==> config.mk <==
export PLATFORM = sky130hd
export DESIGN_NAME = eir_ctrl
export DESIGN_NICKNAME = d
export VERILOG_FILES = /design/src/eir_pkg.sv /design/src/eir_ctrl.sv
export SDC_FILE = /design/constraint.sdc
export NUM_CORES = 1
export LEC_CHECK = 0
export BUFFER_PORTS_ARGS = -buffer_cell sky130_fd_sc_hd__buf_2
export CELL_PAD_IN_SITES_DETAIL_PLACEMENT = 0
export CELL_PAD_IN_SITES_GLOBAL_PLACEMENT = 1
export CORE_MARGIN = 1.5
export CORE_UTILIZATION = 41
export DETAILED_ROUTE_END_ITERATION = 10
export PLACE_DENSITY = 0.8
export SYNTH_ARGS = -nofsm -noshare
export SYNTH_HDL_FRONTEND = slang
export SYNTH_SLANG_ARGS = --single-unit
==> constraint.sdc <==
create_clock -name clk_i -period 2.2 [get_ports clk_i]
set_input_delay 0.11 -clock clk_i [delete_from_list [all_inputs] [get_ports clk_i]]
set_output_delay 0.11 -clock clk_i [all_outputs]
set_load 0.05 [all_outputs]
==> src/eir_pkg.sv <==
// Constants, register map and types of the external request block.
// Assumes a 32-bit classic Wishbone slave port and a single 125 MHz clock.
// Notes on behaviour
// [RULE_01] Five request inputs: the CAN receive line and four external request pins.
// [RULE_02] Each input has its own detection field in the detection configuration register.
// [RULE_03] High, low, rising or falling detection; transfer service uses levels only.
// [RULE_04] A request reaches the CPU only while its enable bit is set.
// [RULE_05] Each detected condition is latched in its own cause flag for software.
// [RULE_06] With service select clear an enabled request branches straight to the routine.
// [RULE_07] With service select set each request does one transfer, interrupting after the count.
// [RULE_08] Requests appear on three interrupt vectors: 15, 24 and 27.
// [RULE_09] The CAN receive line feeds the request logic as a wake-up source.
// [RULE_10] A cause flag stays until cleared; clearing withdraws it unless the condition remains.
package eir_pkg;
  localparam int             EIR_NIN        = 5;
  localparam int             EIR_NVEC       = 3;
  localparam int             EIR_AW         = 8;
  localparam int             EIR_CNT_W      = 8;
  localparam int             EIR_CNT_LSB    = 8;
  localparam logic [7:0]     EIR_ADR_ENABLE = 8'h00;
  localparam logic [7:0]     EIR_ADR_CAUSE  = 8'h04;
  localparam logic [7:0]     EIR_ADR_DETECT = 8'h08;
  localparam logic [7:0]     EIR_ADR_ICTRL  = 8'h0c;
  localparam logic [7:0]     EIR_ADR_STATUS = 8'h10;
  localparam logic [4:0]     EIR_RST_ENABLE = 5'h00;
  localparam logic [9:0]     EIR_RST_DETECT = 10'h000;
  localparam logic [2:0]     EIR_RST_SEL    = 3'h0;
  localparam logic [7:0]     EIR_RST_CNT    = 8'h00;
  // Input 0 is the CAN receive line, inputs 1 to 4 are the external request pins.
  localparam logic [2:0][4:0] EIR_VEC_MASK  = {5'h18, 5'h06, 5'h01};
  localparam logic [2:0][7:0] EIR_VEC_NUM   = {8'h1b, 8'h18, 8'h0f};
  typedef enum logic [1:0] {
    EIR_DET_LOW,
    EIR_DET_HIGH,
    EIR_DET_RISE,
    EIR_DET_FALL
  } eir_det_t;
endpackage

==> src/eir_ctrl.sv <==
// External request and wake-up block: detection, cause flags, enables and transfer counting.
// Assumes a classic Wishbone master on clk_i and an automatic transfer engine that pulses
// xfer_done_i once per finished transfer, on the same clock.
module eir_ctrl
(
  input  wire logic                        clk_i,
  input  wire logic                        rst_i,
  input  wire logic                        can_rx_i,
  input  wire logic [3:0]                  ext_request_pins_i,
  input  wire logic                        wb_cyc_i,
  input  wire logic                        wb_stb_i,
  input  wire logic                        wb_we_i,
  input  wire logic [eir_pkg::EIR_AW-1:0]  wb_adr_i,
  input  wire logic [3:0]                  wb_sel_i,
  input  wire logic [31:0]                 wb_dat_i,
  output logic      [31:0]                 wb_dat_o,
  output logic                             wb_ack_o,
  output logic      [eir_pkg::EIR_NVEC-1:0] irq_o,
  output logic      [eir_pkg::EIR_NVEC-1:0] xfer_req_o,
  input  wire logic [eir_pkg::EIR_NVEC-1:0] xfer_done_i
);
  import eir_pkg::*;

  logic [EIR_NIN-1:0]      pin_meta_ff;
  logic [EIR_NIN-1:0]      pin_sync_ff;
  logic [EIR_NIN-1:0]      pin_prev_ff;
  logic [EIR_NIN-1:0]      request_enable_reg_ff;
  logic [EIR_NIN-1:0]      request_cause_reg_ff;
  logic [2*EIR_NIN-1:0]    detect_condition_cfg_ff;
  logic [EIR_NVEC-1:0]     service_select_bit_ff;
  logic [EIR_CNT_W-1:0]    cnt_ff [EIR_NVEC];
  logic                    ack_ff;
  logic [31:0]             rdat_ff;

  wire  [EIR_NIN-1:0]      pins_raw = {ext_request_pins_i, can_rx_i}; // [RULE_01] [RULE_09]
  wire                     bus_req  = wb_cyc_i & wb_stb_i;
  wire                     bus_wr   = bus_req & wb_we_i & ack_ff;
  wire  [31:0]             wmask    = {{8{wb_sel_i[3]}}, {8{wb_sel_i[2]}}, {8{wb_sel_i[1]}}, {8{wb_sel_i[0]}}};
  wire                     wr_en    = bus_wr & (wb_adr_i == EIR_ADR_ENABLE);
  wire                     wr_cause = bus_wr & (wb_adr_i == EIR_ADR_CAUSE);
  wire                     wr_det   = bus_wr & (wb_adr_i == EIR_ADR_DETECT);
  wire                     wr_ictl  = bus_wr & (wb_adr_i == EIR_ADR_ICTRL);
  wire  [31:0]             wval     = wb_dat_i & wmask;

  // An input served by the transfer engine only accepts level detection.
  function automatic logic detect(input logic [1:0] cfg, input logic cur, input logic prev,
                                  input logic lvl_only);
    logic hit;
    hit = 1'b0;
    unique case (eir_det_t'(lvl_only ? {1'b0, cfg[0]} : cfg))
      EIR_DET_LOW:  hit = ~cur;
      EIR_DET_HIGH: hit = cur;
      EIR_DET_RISE: hit = cur & ~prev;
      EIR_DET_FALL: hit = ~cur & prev;
    endcase
    return hit;
  endfunction

  // Which vectors an input belongs to; transfer selection and hardware clear both need it.
  function automatic logic [EIR_NVEC-1:0] vec_member(input int idx);
    logic [EIR_NVEC-1:0] m;
    m = '0;
    for (int v = 0; v < EIR_NVEC; v++)
      m[v] = EIR_VEC_MASK[v][idx];
    return m;
  endfunction

  logic [EIR_NIN-1:0]  det_hit;
  logic [EIR_NIN-1:0]  in_xfer;
  logic [EIR_NIN-1:0]  hw_clr;
  logic [EIR_NVEC-1:0] grp_pend;
  logic [EIR_NVEC-1:0] cnt_zero;

  genvar gi;
  generate
    for (gi = 0; gi < EIR_NIN; gi++)
    begin : g_in
      assign in_xfer[gi] = |(service_select_bit_ff & vec_member(gi));
      assign hw_clr[gi]  = |(xfer_done_i & service_select_bit_ff & vec_member(gi));
      assign det_hit[gi] = detect(detect_condition_cfg_ff[2*gi +: 2], pin_sync_ff[gi], // [RULE_02] [RULE_03]
                                  pin_prev_ff[gi], in_xfer[gi]);
    end
    for (gi = 0; gi < EIR_NVEC; gi++)
    begin : g_vec
      assign grp_pend[gi]   = |(request_cause_reg_ff & request_enable_reg_ff & EIR_VEC_MASK[gi]); // [RULE_04] [RULE_08]
      assign cnt_zero[gi]   = cnt_ff[gi] == '0;
      // Direct mode branches at once; transfer mode interrupts only when the count is used up.
      assign irq_o[gi]      = grp_pend[gi] & (~service_select_bit_ff[gi] | cnt_zero[gi]); // [RULE_06] [RULE_07]
      assign xfer_req_o[gi] = grp_pend[gi] & service_select_bit_ff[gi] & ~cnt_zero[gi]; // [RULE_07]
      always_ff @(posedge clk_i)
      begin
        if (rst_i)
          cnt_ff[gi] <= EIR_RST_CNT;
        else if (wr_ictl && wb_sel_i[gi+1])
          cnt_ff[gi] <= wb_dat_i[EIR_CNT_LSB + EIR_CNT_W*gi +: EIR_CNT_W];
        else if (xfer_done_i[gi] && service_select_bit_ff[gi] && !cnt_zero[gi])
          cnt_ff[gi] <= cnt_ff[gi] - 8'h01; // [RULE_07]
      end
    end
  endgenerate

  // Set wins over clear, so a condition still present keeps the flag up.
  wire [EIR_NIN-1:0] cause_clr = (wr_cause ? wval[EIR_NIN-1:0] : '0) | hw_clr;
  wire [EIR_NIN-1:0] nxt_cause = (request_cause_reg_ff & ~cause_clr) | det_hit; // [RULE_05] [RULE_10]

  always_ff @(posedge clk_i)
  begin
    // No reset here: the chain tracks the idle pins during reset, so no false edge follows it.
    pin_meta_ff <= pins_raw;
    pin_sync_ff <= pin_meta_ff;
    pin_prev_ff <= pin_sync_ff;
  end

  always_ff @(posedge clk_i)
  begin
    if (rst_i)
    begin
      request_enable_reg_ff   <= EIR_RST_ENABLE;
      request_cause_reg_ff    <= '0;
      detect_condition_cfg_ff <= EIR_RST_DETECT;
      service_select_bit_ff   <= EIR_RST_SEL;
    end
    else
    begin
      request_cause_reg_ff <= nxt_cause;
      if (wr_en)
        request_enable_reg_ff <= (request_enable_reg_ff & ~wmask[EIR_NIN-1:0]) | wval[EIR_NIN-1:0];
      if (wr_det)
        detect_condition_cfg_ff <= (detect_condition_cfg_ff & ~wmask[9:0]) | wval[9:0];
      if (wr_ictl && wb_sel_i[0])
        service_select_bit_ff <= wb_dat_i[EIR_NVEC-1:0];
    end
  end

  // Read data is captured one cycle before ack, so it stands with ack.
  wire [31:0] rd_mux =
    (wb_adr_i == EIR_ADR_ENABLE) ? {27'h0, request_enable_reg_ff} :
    (wb_adr_i == EIR_ADR_CAUSE)  ? {27'h0, request_cause_reg_ff} :
    (wb_adr_i == EIR_ADR_DETECT) ? {22'h0, detect_condition_cfg_ff} :
    (wb_adr_i == EIR_ADR_ICTRL)  ? {cnt_ff[2], cnt_ff[1], cnt_ff[0], 5'h00, service_select_bit_ff} :
    (wb_adr_i == EIR_ADR_STATUS) ? {21'h0, irq_o, 3'h0, pin_sync_ff} : 32'h0;

  always_ff @(posedge clk_i)
  begin
    if (rst_i)
    begin
      ack_ff  <= 1'b0;
      rdat_ff <= 32'h0;
    end
    else
    begin
      ack_ff  <= bus_req & ~ack_ff;
      rdat_ff <= rd_mux;
    end
  end

  assign wb_ack_o = ack_ff;
  assign wb_dat_o = rdat_ff;
endmodule

# Word level (Yosys, flattened, before mapping)
# Memory sizes are Yosys's and may differ from the RTL's.
# Index checks and enable logic that the tools add are counted.
# Widths: inputs -> output; s select.
[op_classes]
add_sub_neg = 3
eq_ne = 19
n_mux = 45
bitwise = 66
n_reduce_logical = 26
[op_table]
columns = ["operator", "n"]
rows = [
  ["$mux 8", 6],
  ["$logic_not 8->1", 4],
  ["$mux 32", 1],
  ["$and 1x1->1", 27],
  ["$sub 8x1->8 const B", 3],
  ["$mux 1", 23],
  ["$and 10x10->10", 2],
  ["$eq 2x2->1 const B", 10],
  ["$pmux 1 s4", 5],
  ["$not 1->1", 17],
  ["$eq 8x4->1 const B", 2],
  ["$and 5x5->5", 3],
  ["$mux 5", 3],
  ["$or 5x5->5", 3],
  ["$mux 11", 1],
  ["$eq 2x1->1 const B", 5],
  ["$logic_and 1x1->1", 10],
  ["$logic_not 2->1", 5],
  ["$mux 10", 1],
  ["$mux 2", 5],
  ["$not 10->10", 1],
  ["$not 5->5", 2],
  ["$or 10x10->10", 1],
  ["$or 1x1->1", 9],
  ["7 further kinds", 10],
]
[word_totals]
regBits = 71
ramBits = 24
out_inout_bits = 39
elab_cells = 171
mem_count = 1
[memory_table]
columns = ["name", "words", "word_bits", "read_ports", "rd_ports_with_merged_regs", "write_ports", "line_no", "rtl"]
rows = [
  ["cnt_ff", 3, 8, 3, 0, 3, "eir_ctrl.sv:31", "logic [EIR_CNT_W-1:0] cnt_ff [EIR_NVEC];"],
]

# Logic depth before layout (Yosys ltp)
[depth]
depth_word = 10
ltp_mapped = 6
mapped_depth_nobuf = 6

# Least setup slack after synthesis
# Ideal clock, no wire load.
[synth_path]
kind = "register to output"
startpoint = "memory cnt_ff[0][2]"
endpoint = "output irq_o[0] (netlist bit)"
t_arrival_ns = 2.167
required_ns = 2.090
setup_slack_ns = -0.077
stages_incl_launch_ff = 4
path_buffers = 0
path_cell_list = "edfxtp_1 or4_4 or3_1 a21oi_1"
[synth_rtl]
columns = ["element", "line_no", "rtl"]
rows = [
  ["start: declaration", "eir_ctrl.sv:31", ""],
  ["end: declaration", "eir_ctrl.sv:18", "output logic [eir_pkg::EIR_NVEC-1:0] irq_o,"],
]

==> metrics.txt <==
Post-Route WL 11.3 mm; min cycle time layout 2.15 ns; Post-synth EDFFs 24; Post-Place Cell Area around 5100 um2; Hold Path Depth 3; Max Buffers Root-to-Sink 2; worst path buffer plus inverter count 1; vias in the first global route about 3.7k; largest net degree at the start of global routing 24; Slew Viols, Final 0; worst path required time between 2 and 2.5 ns; max incr delay on CP between 0.5 and 0.6 ns; dpl hpwl 8.46 mm; Worst Reg-to-Reg Cells 3; sequential share of the synthesized area around half; drt initial violations 170; Syn Area/Cell roughly 9.6 um2; I/O pin count 96; post-route cell area roughly 5400 um2; CP cell instances or4_4 > or3_4 > a21oi_4 > buf_6; Layout area overhead 23.5%; register area 2140 um2; Final nets 631; # H-tree levels 3; share of the synthesized area in the top cell type about 32%; FF+latch count, synth 95; ys flop type dfxtp_1; Die Ht approximately 110 um; Die Wd approximately 110 um; synthesized cell area between 4000 and 5000 um2; Critical Path Stages 4; CP delay by family, top simple AND/OR/NAND/NOR gates; drt drc 0; Fin. Hold Viols 0; top-count cell post-synth dfxtp_1; Slowest-stage cell, CP or4_4; post-synthesis instance total 457; RSZ-0062 raised after global routing true; PD cells 608 nW/um2; DR vias between 3k and 4k; Yosys cell types 61; initial antenna violation count 0; Max FO, Critical Path 3; async set-reset flop share out of synthesis 0%; yosys warns 0; worst skew pair latency roughly 0.36 ns; CP Launch Type flip-flop; ratio of cells with drive above 1 in the final layout 26.4%; max cap viols 0; area of the multi-input gates 2150 um2; Port Buffer Count 95; post-place setup slack 0.176 ns; Vias/cell between 5 and 6; die area 11400 um2; clock buffer count from CTS 9; Initial Utilization between 40% and 50%; GR Overflow Total 0; CTS root buffer clkbuf_8; CTS tree yes; synth cell count leaders dfxtp_1, nand2_1, a21oi_1; per-cell routed wire length around 16 um; Placer Congestion roughly 0.87; kind of critical path reg2out; Slew Limit Headroom just over 50%; P_leak 2.23 nW; clk slew on worst S/H paths 0.10 ns; Hold WC Path Type in2reg; status finished clean; ANT cells 0; crit path DAT about 2 ns; critical path endpoint category output port; router iterations before antenna repair 4; final worst setup slack roughly 0.049 ns; final worst path period share 97.8%; Post-Syn Nets between 500 and 600; Std-Cell Rows 37; post-route ant nets 0; core area 10400 um2; area leader, netlist dfxtp_1; global-route wire length before repair around 18 mm; Max VDD drop between 0.0003 and 0.0004 V; worst hold margin 0.00748 ns; top post-synthesis cells by area dfxtp_1, edfxtp_1, nand2_1; clock sink total 95; Slew @ Worst Pin roughly 0.73 ns; fillers slightly below 1k; GR Util All Layers 20.6%; Setup Skew ~0.013 ns; FMAX between 400 and 500 MHz; # setup viols final 0
## cell families after synthesis
family | count (synthesis) | share of synthesized area (%)
multiplexers | 22 | 5.03
adder cells (fa/ha/maj) | 6 | 1.71
buffers and inverters | 36 | 3.21
XOR/XNOR | 14 | 2.79
AND/OR/NAND/NOR | 198 | 25.3
flip-flops | 95 | 48.7
AO/OA/AOI/OAI | 86 | 13.3
## timing repair
| action | 4_1_cts | 5_1_grt |
|---|---|---|
| gates resized for setup | 5 | 5 |
| endpoints found under the hold margin | 7 | 0 |
| hold buffers | 8 | 0 |
| pin swaps | 1 | 0 |
| setup buffers | 0 | 2 |
| setup endpoints to repair | 3 | 4 |
| cloned | 0 | 0 |
## metal layers
metal	track usage, %	wire [um]
met3	2.86	640
met2	34.4	5450
met4	7.62	110
met5	0	0
met1	27.2	5100
## through the flow
stage	util, %	total power, mW	instances	TNS, ns
finish	52.4	3.30	709	0
global route	52.4	3.44	709	-0.0290
CTS	52.1	3.32	707	0
detailed placement	49.1	2.14	683	0
global placement	49.1	2.14	683	0
floorplan	-	2.02	457	0
## cell usage in the layout (no fill, tap or decap), drive strengths merged, types with 4 or more instances in the layout
cell         instances
a211oi               4
a21oi               28
a31oi                4
and2                17
buf                113
clkbuf              11
clkinv               4
dfxtp               71
dlygate4sd3          8
edfxtp              24
ha                   6
inv                 14
mux2i               21
nand2               59
nand3               24
nand3b               6
nand4                6
nor2                19
nor2b                7
nor3                24
nor3b                6
nor4                 5
o211ai               4
o21ai                8
o22ai                5
o2bb2ai              8
o31ai                6
o41ai                4
xnor2                7
xor2                 7
## worst register-to-register path: cells and delay by family (launching register included)
kind	cells	cell delay, ns
compound gates	1	0.14
flops	1	0.49
simple gates	2	1.04
## cell type report
type,count,share of cell area (%)
sequential,95,39.4
tap,136,3.13
inverter,14,0.967
clock inverter,6,1.27
timing repair buffer,122,13.1
multi-input combinational,326,39.6
clock buffer,10,2.53
## final timing paths
path | from | endpoint | slack (ns)
setup / recovery | cnt_ff[0][2]$_DFFE_PP_ | irq_o[0] | 0.05
hold / removal | wb_dat_i[6] | flip-flop | 0.007
setup reg to reg | cnt_ff[2][3]$_SDFFCE_PN0P_ | cnt_ff[2][6]$_SDFFCE_PN0P_ | 0.22
hold reg to reg | pin_meta_ff[0]$_DFF_P_ | pin_sync_ff[0]$_DFF_P_ | 0.33
## report_power, final
group | leakage [nW] | switching (mW) | internal, mW
Sequential | 0.828 | 0.0343 | 1.83
Combinational | 1.30 | 0.147 | 0.112
Clock | 0.103 | 0.622 | 0.563
Note: power is estimated with default switching activity, not from simulation.
